File: src/hw/gpmx_pkg.sv
// Package for the general-purpose port block with pin function multiplexing.
// Assumes registers are reached as 32-bit APB words at byte address four times the index.
package gpmx_pkg;

  // ---------------------------------------------------------------
  // Register indices (byte address is four times the index)
  // ---------------------------------------------------------------
  localparam logic [15:0] IDX_PORT0_INPUT_DATA      = 16'h5200;
  localparam logic [15:0] IDX_PORT0_OUTPUT_DATA     = 16'h5201;
  localparam logic [15:0] IDX_PORT0_DIRECTION       = 16'h5202;
  localparam logic [15:0] IDX_PORT0_PULLUP          = 16'h5203;
  localparam logic [15:0] IDX_PORT1_INPUT_DATA      = 16'h5210;
  localparam logic [15:0] IDX_PORT1_OUTPUT_DATA     = 16'h5211;
  localparam logic [15:0] IDX_PORT1_DIRECTION       = 16'h5212;
  localparam logic [15:0] IDX_PORT1_PULLUP          = 16'h5213;
  localparam logic [15:0] IDX_PORT2_INPUT_DATA      = 16'h5220;
  localparam logic [15:0] IDX_PORT2_OUTPUT_DATA     = 16'h5221;
  localparam logic [15:0] IDX_PORT2_DIRECTION       = 16'h5222;
  localparam logic [15:0] IDX_PORT2_PULLUP          = 16'h5223;
  localparam logic [15:0] IDX_PORT3_INPUT_DATA      = 16'h5230;
  localparam logic [15:0] IDX_PORT3_OUTPUT_DATA     = 16'h5231;
  localparam logic [15:0] IDX_PORT3_DIRECTION       = 16'h5232;
  localparam logic [15:0] IDX_PORT3_PULLUP          = 16'h5233;
  localparam logic [15:0] IDX_PORT0_FUNCTION_SELECT = 16'h52A0;
  localparam logic [15:0] IDX_PORT1_FUNCTION_SELECT = 16'h52A1;
  localparam logic [15:0] IDX_PORT2_FUNCTION_SELECT = 16'h52A2;
  localparam logic [15:0] IDX_PORT3_FUNCTION_SELECT = 16'h52A3;

  // ---------------------------------------------------------------
  // Register kinds and field layout per group
  // ---------------------------------------------------------------
  localparam logic [2:0] KIND_IN   = 3'h0;
  localparam logic [2:0] KIND_OUT  = 3'h1;
  localparam logic [2:0] KIND_DIR  = 3'h2;
  localparam logic [2:0] KIND_PU   = 3'h3;
  localparam logic [2:0] KIND_FSEL = 3'h4;
  localparam logic [7:0] GRP_MASK  [4] = '{8'hFF, 8'hFF, 8'hFF, 8'h0F};
  localparam logic [7:0] FSEL_MASK [4] = '{8'h30, 8'h38, 8'hFF, 8'h0F};
  localparam logic [7:0] FSEL_INV  [4] = '{8'h00, 8'h00, 8'h00, 8'h0E};

  // ---------------------------------------------------------------
  // Reset values
  // ---------------------------------------------------------------
  localparam logic [7:0]  OUT_RST  = 8'h00;
  localparam logic [7:0]  DIR_RST  = 8'h00;
  localparam logic [7:0]  PU_RST   = 8'hFF;
  localparam logic [7:0]  FSEL_RST = 8'h00;
  localparam logic [27:0] PINS_ON  = 28'hFFFFFFF;

  // ---------------------------------------------------------------
  // Flat pin positions of shared functions
  // ---------------------------------------------------------------
  localparam int PIN_REMOTE_CONTROL_INPUT      = 4;
  localparam int PIN_REMOTE_CONTROL_OUTPUT     = 5;
  localparam int PIN_TIMER16_CLOCK_2           = 6;
  localparam int PIN_TIMER16_CLOCK_1           = 7;
  localparam int PIN_SUB_OSCILLATOR_CLOCK_OUT  = 11;
  localparam int PIN_TIMER16_CLOCK_0           = 14;
  localparam int PIN_UART_RECEIVE_LINE         = 19;
  localparam int PIN_PWM_TIMER_OUTPUT          = 22;
  localparam int PIN_MAIN_OSCILLATOR_CLOCK_OUT = 24;
  localparam int PIN_DEBUG_CLOCK_LINE          = 25;

endpackage : gpmx_pkg

File: src/hw/gpmx_port.sv
// Port logic for 28 shared pins: direction, output data, pull-up and function select.
// Assumes an APB master on clk_in and peripherals that drive their own pin direction.
//
// Design decision made here: register access over APB.

`timescale 1ns/100ps
`default_nettype none

module gpmx_port (
  // Clock and reset
  input  wire logic        clk_in,
  input  wire logic        rst_in,
  // APB slave
  input  wire logic        psel_in,
  input  wire logic        penable_in,
  input  wire logic        pwrite_in,
  input  wire logic [17:0] paddr_in,
  input  wire logic [31:0] pwdata_in,
  output logic      [31:0] prdata_out,
  output logic             pready_out,
  output logic             pslverr_out,
  // Pins
  input  wire logic [27:0] pad_in,
  output logic      [27:0] pad_out,
  output logic      [27:0] pad_oe_n_out,
  output logic      [27:0] pullup_en_out,
  // Peripheral side
  input  wire logic [27:0] periph_level_in,
  input  wire logic [27:0] periph_dir_in,
  output logic      [27:0] periph_level_out,
  output logic      [2:0]  timer16_clock_out,
  output logic      [15:0] pin_change_out
);

  // ---------------------------------------------------------------
  // Register decode
  // ---------------------------------------------------------------
  // Result is {hit, kind, group}.
  function automatic logic [5:0] gpmx_decode(input logic [17:0] addr);
    logic [15:0] idx;
    logic [5:0]  res;
    idx = addr[17:2];
    res = 6'h00;
    case (idx)
      gpmx_pkg::IDX_PORT0_INPUT_DATA:      res = {1'h1, gpmx_pkg::KIND_IN, 2'h0};
      gpmx_pkg::IDX_PORT0_OUTPUT_DATA:     res = {1'h1, gpmx_pkg::KIND_OUT, 2'h0};
      gpmx_pkg::IDX_PORT0_DIRECTION:       res = {1'h1, gpmx_pkg::KIND_DIR, 2'h0};
      gpmx_pkg::IDX_PORT0_PULLUP:          res = {1'h1, gpmx_pkg::KIND_PU, 2'h0};
      gpmx_pkg::IDX_PORT1_INPUT_DATA:      res = {1'h1, gpmx_pkg::KIND_IN, 2'h1};
      gpmx_pkg::IDX_PORT1_OUTPUT_DATA:     res = {1'h1, gpmx_pkg::KIND_OUT, 2'h1};
      gpmx_pkg::IDX_PORT1_DIRECTION:       res = {1'h1, gpmx_pkg::KIND_DIR, 2'h1};
      gpmx_pkg::IDX_PORT1_PULLUP:          res = {1'h1, gpmx_pkg::KIND_PU, 2'h1};
      gpmx_pkg::IDX_PORT2_INPUT_DATA:      res = {1'h1, gpmx_pkg::KIND_IN, 2'h2};
      gpmx_pkg::IDX_PORT2_OUTPUT_DATA:     res = {1'h1, gpmx_pkg::KIND_OUT, 2'h2};
      gpmx_pkg::IDX_PORT2_DIRECTION:       res = {1'h1, gpmx_pkg::KIND_DIR, 2'h2};
      gpmx_pkg::IDX_PORT2_PULLUP:          res = {1'h1, gpmx_pkg::KIND_PU, 2'h2};
      gpmx_pkg::IDX_PORT3_INPUT_DATA:      res = {1'h1, gpmx_pkg::KIND_IN, 2'h3};
      gpmx_pkg::IDX_PORT3_OUTPUT_DATA:     res = {1'h1, gpmx_pkg::KIND_OUT, 2'h3};
      gpmx_pkg::IDX_PORT3_DIRECTION:       res = {1'h1, gpmx_pkg::KIND_DIR, 2'h3};
      gpmx_pkg::IDX_PORT3_PULLUP:          res = {1'h1, gpmx_pkg::KIND_PU, 2'h3};
      gpmx_pkg::IDX_PORT0_FUNCTION_SELECT: res = {1'h1, gpmx_pkg::KIND_FSEL, 2'h0};
      gpmx_pkg::IDX_PORT1_FUNCTION_SELECT: res = {1'h1, gpmx_pkg::KIND_FSEL, 2'h1};
      gpmx_pkg::IDX_PORT2_FUNCTION_SELECT: res = {1'h1, gpmx_pkg::KIND_FSEL, 2'h2};
      gpmx_pkg::IDX_PORT3_FUNCTION_SELECT: res = {1'h1, gpmx_pkg::KIND_FSEL, 2'h3};
      default:                             res = 6'h00;
    endcase
    return res;
  endfunction : gpmx_decode

  // ---------------------------------------------------------------
  // Bus state
  // ---------------------------------------------------------------
  typedef enum logic [1:0] {
    ST_IDLE = 2'b01,
    ST_ACK  = 2'b10
  } gpmx_bus_state_t;

  gpmx_bus_state_t state_ff;
  logic [31:0]     prdata_ff;
  logic            pslverr_ff;
  logic [5:0]      dec;
  logic            wr_done;
  logic [7:0]      rd_byte;

  logic [7:0]  out_ff  [4];
  logic [7:0]  dir_ff  [4];
  logic [7:0]  pu_ff   [4];
  logic [7:0]  fsel_ff [4];
  logic [27:0] pin_meta_ff;
  logic [27:0] pin_sync_ff;
  logic [15:0] pin_prev_ff;
  logic [27:0] pad_out_ff;
  logic [27:0] pad_oe_n_ff;
  logic [27:0] pullup_ff;
  logic [27:0] periph_lvl_ff;
  logic [2:0]  tmr_clk_ff;
  logic [15:0] change_ff;

  logic [27:0] out_flat;
  logic [27:0] dir_flat;
  logic [27:0] pu_flat;
  logic [27:0] fsel_flat;
  logic [27:0] inv_flat;
  logic [27:0] periph_sel;
  logic [27:0] nxt_drive;
  logic [27:0] nxt_level;

  assign dec     = gpmx_decode(paddr_in);
  // The write lands on the edge where the master sees pready high.
  assign wr_done = (state_ff == ST_ACK) && psel_in && penable_in && pwrite_in && dec[5];

  always_ff @(posedge clk_in or posedge rst_in) begin
    if (rst_in) begin
      state_ff   <= ST_IDLE;
      prdata_ff  <= 32'h00000000;
      pslverr_ff <= 1'h0;
    end else begin
      case (state_ff)
        ST_IDLE: begin
          if (psel_in && penable_in) begin
            state_ff   <= ST_ACK;
            prdata_ff  <= (pwrite_in || !dec[5]) ? 32'h00000000 : {24'h000000, rd_byte};
            pslverr_ff <= !dec[5];
          end
        end
        ST_ACK: begin
          state_ff   <= ST_IDLE;
          pslverr_ff <= 1'h0;
        end
        default: begin
          state_ff   <= ST_IDLE;
          pslverr_ff <= 1'h0;
        end
      endcase
    end
  end

  // ---------------------------------------------------------------
  // Read mux
  // ---------------------------------------------------------------
  always_comb begin
    logic [1:0]  g;
    logic [31:0] pins_word;
    g         = dec[1:0];
    // Group 3 has only four pins, so the top nibble of the word is padding.
    pins_word = {4'h0, pin_sync_ff};
    rd_byte   = 8'h00;
    case (dec[4:2])
      gpmx_pkg::KIND_IN: begin
        rd_byte = pins_word[8*g +: 8] & gpmx_pkg::GRP_MASK[g];
      end
      gpmx_pkg::KIND_OUT:  rd_byte = out_ff[g];
      gpmx_pkg::KIND_DIR:  rd_byte = dir_ff[g];
      gpmx_pkg::KIND_PU:   rd_byte = pu_ff[g];
      gpmx_pkg::KIND_FSEL: rd_byte = fsel_ff[g];
      default:             rd_byte = 8'h00;
    endcase
  end

  // ---------------------------------------------------------------
  // Control registers, one set per group
  // ---------------------------------------------------------------
  // Masks on write keep unused bits at zero, so reads need no masking.
  for (genvar g = 0; g < 4; g++) begin : g_grp
    logic hit;
    assign hit = wr_done && (dec[1:0] == 2'(g));
    always_ff @(posedge clk_in or posedge rst_in) begin
      if (rst_in) begin
        out_ff[g]  <= gpmx_pkg::OUT_RST;
        dir_ff[g]  <= gpmx_pkg::DIR_RST;
        pu_ff[g]   <= gpmx_pkg::PU_RST & gpmx_pkg::GRP_MASK[g];
        fsel_ff[g] <= gpmx_pkg::FSEL_RST;
      end else if (hit) begin
        case (dec[4:2])
          gpmx_pkg::KIND_OUT: begin
            out_ff[g] <= pwdata_in[7:0] & gpmx_pkg::GRP_MASK[g];
          end
          gpmx_pkg::KIND_DIR: begin
            dir_ff[g] <= pwdata_in[7:0] & gpmx_pkg::GRP_MASK[g];
          end
          gpmx_pkg::KIND_PU: begin
            pu_ff[g] <= pwdata_in[7:0] & gpmx_pkg::GRP_MASK[g];
          end
          gpmx_pkg::KIND_FSEL: begin
            fsel_ff[g] <= pwdata_in[7:0] & gpmx_pkg::FSEL_MASK[g];
          end
          default: begin
            out_ff[g] <= out_ff[g];
          end
        endcase
      end
    end
  end

  // ---------------------------------------------------------------
  // Pin multiplexing
  // ---------------------------------------------------------------
  assign out_flat  = {out_ff[3][3:0], out_ff[2], out_ff[1], out_ff[0]};
  assign dir_flat  = {dir_ff[3][3:0], dir_ff[2], dir_ff[1], dir_ff[0]};
  assign pu_flat   = {pu_ff[3][3:0], pu_ff[2], pu_ff[1], pu_ff[0]};
  assign fsel_flat = {fsel_ff[3][3:0], fsel_ff[2], fsel_ff[1], fsel_ff[0]};
  assign inv_flat  = {gpmx_pkg::FSEL_INV[3][3:0], gpmx_pkg::FSEL_INV[2],
                      gpmx_pkg::FSEL_INV[1], gpmx_pkg::FSEL_INV[0]};

  // Debug pins of group 3 belong to the debugger while their bit is 0.
  assign periph_sel = fsel_flat ^ inv_flat;
  assign nxt_drive  = (periph_sel & periph_dir_in) | (~periph_sel & dir_flat);
  assign nxt_level  = (periph_sel & periph_level_in) | (~periph_sel & out_flat);

  always_ff @(posedge clk_in or posedge rst_in) begin
    if (rst_in) begin
      pad_out_ff  <= 28'h0000000;
      pad_oe_n_ff <= gpmx_pkg::PINS_ON;
      pullup_ff   <= gpmx_pkg::PINS_ON;
    end else begin
      pad_out_ff  <= nxt_level;
      pad_oe_n_ff <= ~nxt_drive;
      pullup_ff   <= pu_flat & ~nxt_drive;
    end
  end

  // ---------------------------------------------------------------
  // Pin inputs
  // ---------------------------------------------------------------
  // Synchronisers start at the pulled-up idle level, so release of reset shows no false change.
  always_ff @(posedge clk_in or posedge rst_in) begin
    if (rst_in) begin
      pin_meta_ff <= gpmx_pkg::PINS_ON;
      pin_sync_ff <= gpmx_pkg::PINS_ON;
    end else begin
      pin_meta_ff <= pad_in;
      pin_sync_ff <= pin_meta_ff;
    end
  end

  // Peripherals see the pin only while they own it.
  always_ff @(posedge clk_in or posedge rst_in) begin
    if (rst_in) begin
      periph_lvl_ff <= 28'h0000000;
    end else begin
      periph_lvl_ff <= pin_sync_ff & periph_sel;
    end
  end

  // These three pins have no select bit; GPIO stays usable beside the timer.
  always_ff @(posedge clk_in or posedge rst_in) begin
    if (rst_in) begin
      tmr_clk_ff <= 3'h0;
    end else begin
      tmr_clk_ff[0] <= pin_sync_ff[gpmx_pkg::PIN_TIMER16_CLOCK_0]
                       & ~dir_flat[gpmx_pkg::PIN_TIMER16_CLOCK_0];
      tmr_clk_ff[1] <= pin_sync_ff[gpmx_pkg::PIN_TIMER16_CLOCK_1]
                       & ~dir_flat[gpmx_pkg::PIN_TIMER16_CLOCK_1];
      tmr_clk_ff[2] <= pin_sync_ff[gpmx_pkg::PIN_TIMER16_CLOCK_2]
                       & ~dir_flat[gpmx_pkg::PIN_TIMER16_CLOCK_2];
    end
  end

  // Only groups 0 and 1 report level changes; edge choice lives downstream.
  always_ff @(posedge clk_in or posedge rst_in) begin
    if (rst_in) begin
      pin_prev_ff <= gpmx_pkg::PINS_ON[15:0];
      change_ff   <= 16'h0000;
    end else begin
      pin_prev_ff <= pin_sync_ff[15:0];
      change_ff   <= pin_sync_ff[15:0] ^ pin_prev_ff;
    end
  end

  assign prdata_out        = prdata_ff;
  assign pready_out        = state_ff[1];
  assign pslverr_out       = pslverr_ff;
  assign pad_out           = pad_out_ff;
  assign pad_oe_n_out      = pad_oe_n_ff;
  assign pullup_en_out     = pullup_ff;
  assign periph_level_out  = periph_lvl_ff;
  assign timer16_clock_out = tmr_clk_ff;
  assign pin_change_out    = change_ff;
endmodule : gpmx_port

`default_nettype wire

File: config.mk
export PLATFORM = sky130hd
export DESIGN_NAME = gpmx_port
export DESIGN_NICKNAME = d
export VERILOG_FILES = /design/src/hw/gpmx_pkg.sv /design/src/hw/gpmx_port.sv
export SDC_FILE = /design/constraint.sdc
export NUM_CORES = 1
export LEC_CHECK = 0
export ABC_CLOCK_PERIOD_IN_PS = 20000
export CAP_MARGIN = 20
export CORE_MARGIN = 4
export CORE_UTILIZATION = 40
export CTS_CLUSTER_DIAMETER = 60
export DETAILED_ROUTE_END_ITERATION = 12
export DONT_BUFFER_PORTS = 1
export SLEW_MARGIN = 20
export SYNTH_ARGS = -nofsm -noshare
export SYNTH_HDL_FRONTEND = slang
export SYNTH_SLANG_ARGS = --single-unit
File: constraint.sdc
create_clock -name clk_in -period 20 [get_ports clk_in]
set_clock_uncertainty 0.2 [all_clocks]
set_input_delay 3 -clock clk_in [delete_from_list [all_inputs] [get_ports clk_in]]
set_output_delay 3 -clock clk_in [all_outputs]
set_load 0.01 [all_outputs]
## Yosys cells after proc, flatten, opt, wreduce, memory -nomap -nowiden

Cells that the tools add are included.

| cells by class | value |
|---|---|
| magnitude comparators | 1 |
| equality and inequality tests | 30 |
| shift operators | 1 |
| muxes and demuxes | 22 |
| bitwise logic cells | 20 |
| reduce and logical (&&, ||, !) cells | 30 |

Operator list:

| operator | count |
|---|---|
| 16-bit by 15-bit equality test with 1-bit output, second input constant | 20 |
| 28-bit bitwise AND | 6 |
| 6-bit case mux with 20 select lines | 1 |
| 8-bit 2-to-1 mux | 11 |
| 8-bit binary-select mux with 2-bit select | 5 |
| 28-bit NOT | 2 |
| 28-bit OR | 2 |
| 8-bit case mux with 5 select lines | 1 |
| 2-bit AND reduction | 17 |
| 32-bit by 6-bit variable part select with 8-bit output | 1 |
| 16-bit bitwise XOR | 1 |
| 1-bit logical AND | 9 |
| 8-bit bitwise AND | 1 |
| 2-bit equality test, second input constant | 3 |
| 3-bit by 2-bit equality test with 1-bit output, second input constant | 2 |
| 2-bit by 1-bit equality test with 1-bit output, second input constant | 2 |
| 2-bit 2-to-1 mux | 2 |
| 1-bit bitwise AND | 3 |
| 3-bit by 1-bit equality test with 1-bit output, second input constant | 1 |
| 3-bit equality test, second input constant | 1 |
| 3-bit greater-or-equal comparator, second input constant | 1 |
| 3-bit zero test | 1 |
| 1-bit NOT | 3 |
| 2-bit NOT with 3-bit output | 1 |
| other kinds (6) | 7 |

| storage, ports and cells | value |
|---|---|
| register bits after elaboration | 339 |
| output and inout port bits | 165 |

## Longest topological paths before layout

Gate-level depths: netlist of the first run.

| depth | value |
|---|---|
| depth after elaboration | 9 |
| mapped depth | 11 |
| depth with buffers taken out | 7 |

## Worst setup path after synthesis of the first run

OpenSTA, ideal clock, no wires.

| timing | value |
|---|---|
| kind | input to register |
| start | in paddr_in[10] |
| end | reg prdata_ff[3] (netlist: prdata_out[3]) |
| library setup time | 0.121 ns |
| arrival | 5.404 ns |
| required time | 19.679 ns |
| path slack | 14.275 ns |
| stages | 10 |
| buffers on the path | 3 |
| cell sequence | or4b_1 -> buf_2 -> or3_1 -> buf_6 -> or2_1 -> buf_6 -> a32oi_1 -> o21ai_1 -> or4b_1 -> a22o_1 |

| between the ends | value |
|---|---|
| cells in the longest elaborated chain, start to end | 9 |

Ends and longest elaborated chain:

| what | line | source |
|---|---|---|
| start: declaration | gpmx_port.sv:17 | `input wire logic [17:0] paddr_in,` |
| 16-bit by 15-bit equality test with 1-bit output | gpmx_port.sv:44 | `case (idx)` |
| 6-bit case mux with 20 select lines * | gpmx_port.sv:44 |  |
| parallel branches: the longest is 6 deep, another holds 32-bit by 6-bit variable part select with 8-bit output | -- |  |
| 8-bit 2-to-1 mux * | gpmx_port.sv:122 | `prdata_ff <= (pwrite_in \|\| !dec[5]) ? 32'h00000000 : {24'h000000, rd_byte};` |
| end signal: assignment | gpmx_port.sv:122 |  |
| end: declaration | gpmx_port.sv:79 | `logic [31:0] prdata_ff;` |

Every way passes the cells marked *. The select of a mux whose other input is x is not followed.
A chain may end at the register's enable or synchronous reset.

## Worst setup path in the final report of the first run

| timing | value |
|---|---|
| start | in paddr_in[10] |
| end | reg prdata_ff[2] (netlist: prdata_out[2]) |

The elaborated chain is that of the path after synthesis.

==> results.cfg, run 1 <==
[timing]
min_period_over_period_pct = 30.4
drv_slew = 0
setup_slack_ps = 13920
fin_crit_ps = 6080
setup_viol_count_final = 0
timing.hold.ws_ps = 148
hold_viol_final = 0
tns_ps = 0
rsz0062_at_grt = false
fmax_mhz = 164
tightest_slew_ps = 1150
slew_headroom_pct = 22.3

[routing]
vias = 6583
via_per_inst = 5.26
drt-pass1-iter-count = 6
drtIter0Drc = 490
drc_errors = 0
wirelength_um = 30700
wl_per_cell_um = 24.5
ant_nets = 0

[setup_path]
worst-r2r-cell-count = 5
required_ps = 20180
cp_cell_sequence = or4b_1, or3_1, or2_1, a22o_1, a2111oi_2, nand3_1, a22o_1
worst-path-buf-inv = 0
crit_type = in -> reg
slowest_delay_ps = 730
path_depth = 7
cpMostUsedCell = a22o_1
start_kind = primary input
crit_start = paddr_in[10]
crit_path_end_kind = flip-flop
worst_path_max_delay_cell = or4b_1
cp.arrival_ps = 6260
critical_path.top_delay_family = simple AND/OR/NAND/NOR gates
timing.rr.start = state_ff[1]
cp_max_fo = 15

[finish]
area_growth_pct = 12.5
fin_nets = 980
fin_util_pct = 45.5
fin_area_mm2 = 0.0131
stdcell_count = 1252
final_common_cell = dfstp_2
final_cell_mix = 157 x dfstp_2, 147 x dfrtp_1, 106 x mux2_2, 41 x nand2_1, 37 x clkbuf_16
num-fill-cells = 2557
drive_above_1_share_pct = 38.9

[floorplan]
start_util_pct = 40.5
io_pins = 304
die-area_mm2 = 0.0318
fp-row-count = 62
die_w_um = 178
core_mm2 = 0.0287
die_h_um = 178

[global_routing]
grt_overflow = 0
grt_pass1_wl_um = 44300
grt_max_degree = 146
antenna_found_initial = 1
grt_use_total_pct = 18.9
grt_pass1_vias = 6802

[min_path]
whs_path_depth = 0
min_from = pin_meta_ff[10]
hold_class = reg -> reg

[yosys]
synth_cell_types = 58
avgSynthCellArea_um2 = 14.1
netlist_instances = 825
ys_warn_count = 0
synthesis.area_mm2 = 0.0116
ys.flop_type = dfstp_2
async_flop_share_pct = 100
yosysSeqAreaShare_pct = 67.2
synth_edf_count = 0
synth_seq_cells = 304

[placement]
pre_cts_ws_ps = 13470
hpwl_um = 21200
dp_cells = 1188
placed_cell_area_mm2 = 0.0119
gp_congestion = 0.837
io_buffers = 0

[clock_network]
cts_setup_buffers = 0
cts_tree = done
clock_latency_ps = 500
cts.hold.buffers_added = 0
cts_buffers = 35
cts_max_path_buffers = 3
h-tree-depth = 2
clock-sinks = 304
cts_resized = 0
cts_root_buffer = clkbuf_16
clk_pin_slew_ps = 60

[power_and_ir_drop]
vdd_drop_max_mv = 0.0668
leakagePower_nw = 5.58
power_density_mw_per_mm2 = 98.3
finalPower_mw = 1.28

[status]
status = complete, no violations

[run]
maxCapViolations = 0
-- area by class of cell --
class / instances / area [µm²] / area share (%)
inverter: 14 / 60.1 / 0.460
multi-input combinational: 471 / 3470 / 26.6
clock inverter: 3 / 27.5 / 0.211
tap: 384 / 480 / 3.68
antenna: 1 / 2.50 / 0.0192
timing repair buffer: 15 / 116 / 0.891
sequential: 304 / 7800 / 59.7
clock buffer: 60 / 1100 / 8.44
-- routing by layer --
layer  vias to the layer above  track usage, %  wire, µm  share of wire, %
li1                       2867               -         -                 -
met4                         0            5.34       730               2.4
met2                       320            29.6     14500                47
met1                      3335            25.5     12600                41
met3                        61            5.81      2920               9.5
met5                         -               0         0                 0
-- power breakdown --
group | total, mW | switching [mW] | leakage [nW] | internal, mW
Combinational | 0.0256 | 0.0203 | 1.45 | 0.00526
Clock | 0.615 | 0.239 | 0.553 | 0.375
Sequential | 0.644 | 0.00915 | 3.58 | 0.635
Total | 1.28 | 0.269 | 5.58 | 1.02
-- synthesized netlist by cell type, drive strengths merged, types with 2 or more instances --
master	count	area share, %
or4b	2	0.17
nor3b	4	0.30
a22oi	27	1.7
xor2	16	1.2
nand2	41	1.3
nand3	20	0.86
inv	14	0.45
a21oi	19	0.82
a222oi	4	0.34
o21a	3	0.19
o22ai	4	0.22
nor4	3	0.16
nor2	21	0.72
mux2	106	10
a32oi	4	0.30
a211oi	3	0.19
dfstp	157	36
nand4b	3	0.23
dfrtp	147	32
buf	46	2.9
clkbuf	24	0.78
a221oi	2	0.15
or2	3	0.16
a22o	17	1.3
nand2b	3	0.16
o21ai	22	0.95
a221o	2	0.17
or3	3	0.16
nor2b	20	1.1
nor3	11	0.52
a2111oi	3	0.33
and2	36	1.9
a21boi	3	0.19
mux2i	18	1.6
-- worst reg2reg max path: stages, from the launching register on --
cell	delay, ps
dfrtp_1	470
nand2_1	90
nor3_1	660
nand3_1	320
nor2_1	940
mux2_2	420
-- cell families (layout without fill, tap and decap cells) --
group           after synthesis  count (layout)  share of synthesized area [%]
other cells                   1              36                         0.0323
xor+xnor                     16              16                           1.21
mux                         124             124                           11.8
flops                       304             304                           67.2
compound gates              121             121                           7.45
simple gates                175             175                           8.14
buf+inv                      84              92                           4.15
-- worst paths after layout --
kind,endpoint,slack (ps)
worst max-delay path,prdata_out[2],13920
worst min-delay path,pin_sync_ff[10],150
worst max register to register,fsel_ff[15],16790
worst min register to register,pin_sync_ff[10],150
max in group asynchronous,pslverr_out,15080
min in group asynchronous,periph_level_out[23],2340
-- state kept, by name, indices dropped and copies added, names as in the netlist --
name and cells:
dir_ff 28, fsel_ff 17, out_ff 28, pad_oe_n_out 28, pad_out 28, periph_level_out 17, pin_change_out 16, pin_meta_ff 28
pin_prev_ff 16, pin_sync_ff 28, prdata_out 8, pslverr_out 1, pu_ff 28, pullup_en_out 28, state_ff 2, timer16_clock_out 3
(Power assumes the default switching activity.)
==> run 2, diff against run 1 <==
--- a/config.mk
+++ b/config.mk
@@ -5,7 +5,7 @@
 export SDC_FILE = /design/constraint.sdc
 export NUM_CORES = 1
 export LEC_CHECK = 0
-export ABC_CLOCK_PERIOD_IN_PS = 20000
+export ABC_CLOCK_PERIOD_IN_PS = 5030
 export CAP_MARGIN = 20
 export CORE_MARGIN = 4
 export CORE_UTILIZATION = 40
==> constraint.sdc (replaced) <==
create_clock -name clk_in -period 5.03 [get_ports clk_in]
set_clock_uncertainty 0.2 [all_clocks]
set_input_delay 0.7545 -clock clk_in [delete_from_list [all_inputs] [get_ports clk_in]]
set_output_delay 0.7545 -clock clk_in [all_outputs]
set_load 0.01 [all_outputs]
==> run 2 against run 1 <==
Against the previous run: worst hold slack got worse by 110 ps; first-iteration DRC count increased by 10%; largest power group unchanged; clock power increased to 3.9 times the previous value; critical endpoint is now prdata_out[1]; non-clock buffer count increased by 6; register-to-register slack got worse by 15000 ps; setup slack got worse by 13000 ps; critical path depth unchanged; routed wire length increased by 1.6%; highest routed layer is now met5; largest cell class unchanged.
==> results.cfg, run 2 (synthesis gave the netlist of run 1 again) <==
[status]
status = complete, no violations

[placement]
placed_cell_area_mm2 = 0.0120
io_buffers = 0
pre_cts_ws_ps = 839
gp_congestion = 0.869
hpwl_um = 21600
dp_cells = 1193

[timing]
drv_slew = 0
setup_viol_count_final = 0
fmax_mhz = 269
hold_viol_final = 0
tightest_slew_ps = 1100
fin_crit_ps = 3710
tns_ps = 0
min_period_over_period_pct = 73.8
slew_headroom_pct = 26.2
rsz0062_at_grt = false
timing.hold.ws_ps = 37.2
setup_slack_ps = 1320

[floorplan]
die_w_um = 178
die_h_um = 178
io_pins = 304
fp-row-count = 62
die-area_mm2 = 0.0318
start_util_pct = 40.5
core_mm2 = 0.0287

[global_routing]
grt_pass1_vias = 6726
grt_overflow = 0
grt_max_degree = 161
grt_use_total_pct = 19.1
grt_pass1_wl_um = 45100
antenna_found_initial = 3

[power_and_ir_drop]
leakagePower_nw = 5.60
finalPower_mw = 5.06
power_density_mw_per_mm2 = 386
vdd_drop_max_mv = 0.229

[setup_path]
cp_max_fo = 15
crit_start = paddr_in[10]
critPathCapture = prdata_out[1]
required_ps = 5210
r2r_end = dir_ff[20]
cp.arrival_ps = 3890
crit_path_end_kind = flip-flop
start_kind = primary input
worst-r2r-cell-count = 5
r2r_slack_ps = 2060
crit_type = in -> reg
timing.rr.start = state_ff[1]

[run]
maxCapViolations = 0

[routing]
drc_errors = 0
dr_wl_met3_um = 3150
wirelength_um = 31200
maxUsedRoutingLayer = met5
wl_per_cell_um = 24.8
drtIter0Drc = 539
vias = 6604
drt-pass1-iter-count = 5
wl_met2_um = 14700
ant_nets = 0
m1WireLength_um = 12900
via_per_inst = 5.26

[finish]
final_cell_mix = 157 x dfstp_2, 147 x dfrtp_1, 106 x mux2_2, 41 x nand2_1
diodes = 0
final_common_cell = dfstp_2
drive_above_1_share_pct = 39.4
stdcell_count = 1255
multi_input_area_mm2 = 0.00347
fin_util_pct = 45.6
regArea_mm2 = 0.00780
area_growth_pct = 12.7
num-fill-cells = 2619
fin_area_mm2 = 0.0131
fin_nets = 985

[clock_network]
cts_buffers = 34
clock_latency_ps = 510
cts_setup_buffers = 0
cts_resized = 0
cts.hold.buffers_added = 0
cts_root_buffer = clkbuf_16
cts_tree = done
clock-sinks = 304
h-tree-depth = 2
clk_pin_slew_ps = 60
cts_max_path_buffers = 3

[min_path]
hold_class = in -> async
run 2: per-layer routing:
layer	global-route usage, %	vias to the layer above
met1	26.6	3380
met2	30.1	316
li1	-	2858
met3	5.77	48
met4	3.68	2
met5	0	-
run 2: report_power, final:
group          leakage [nW]  switching [mW]  internal [mW]
sequential             3.58          0.0354           2.52
combinational          1.49          0.0816         0.0226
clock                 0.534           0.954           1.44
total                  5.60            1.07           3.99
run 2: layout make-up:
class	instances	share of cell area, %
Sequential cell	304	59.6
Multi-Input combinational cell	471	26.5
Clock buffer	54	7.77
Tap cell	384	3.67
Timing Repair Buffer	21	1.45
Clock inverter	7	0.516
Inverter	14	0.430
run 2: worst min-delay path by stage:
stage / startpoint / to / slack, ps / cells past startpoint
2_1_floorplan: pin_meta_ff[0] / pin_sync_ff[0] / 150 / 0
3_3_place_gp: pin_meta_ff[24] / pin_sync_ff[24] / 150 / 0
3_5_place_dp: pin_meta_ff[17] / pin_sync_ff[17] / 150 / 0
4_1_cts: pad_in[22] / pin_meta_ff[22] / 20 / 0
5_1_grt: pad_in[23] / pin_meta_ff[23] / 20 / 0
6_report: rst_in / out_ff[31] / 40 / 1
run 2: critical path, cell delays in order:
cell and delay (ps):
or4b_1 670, or3_1 610, or2_1 610, a22o_1 380, a2111oi_2 520, nand3_1 130
a22o_1 210
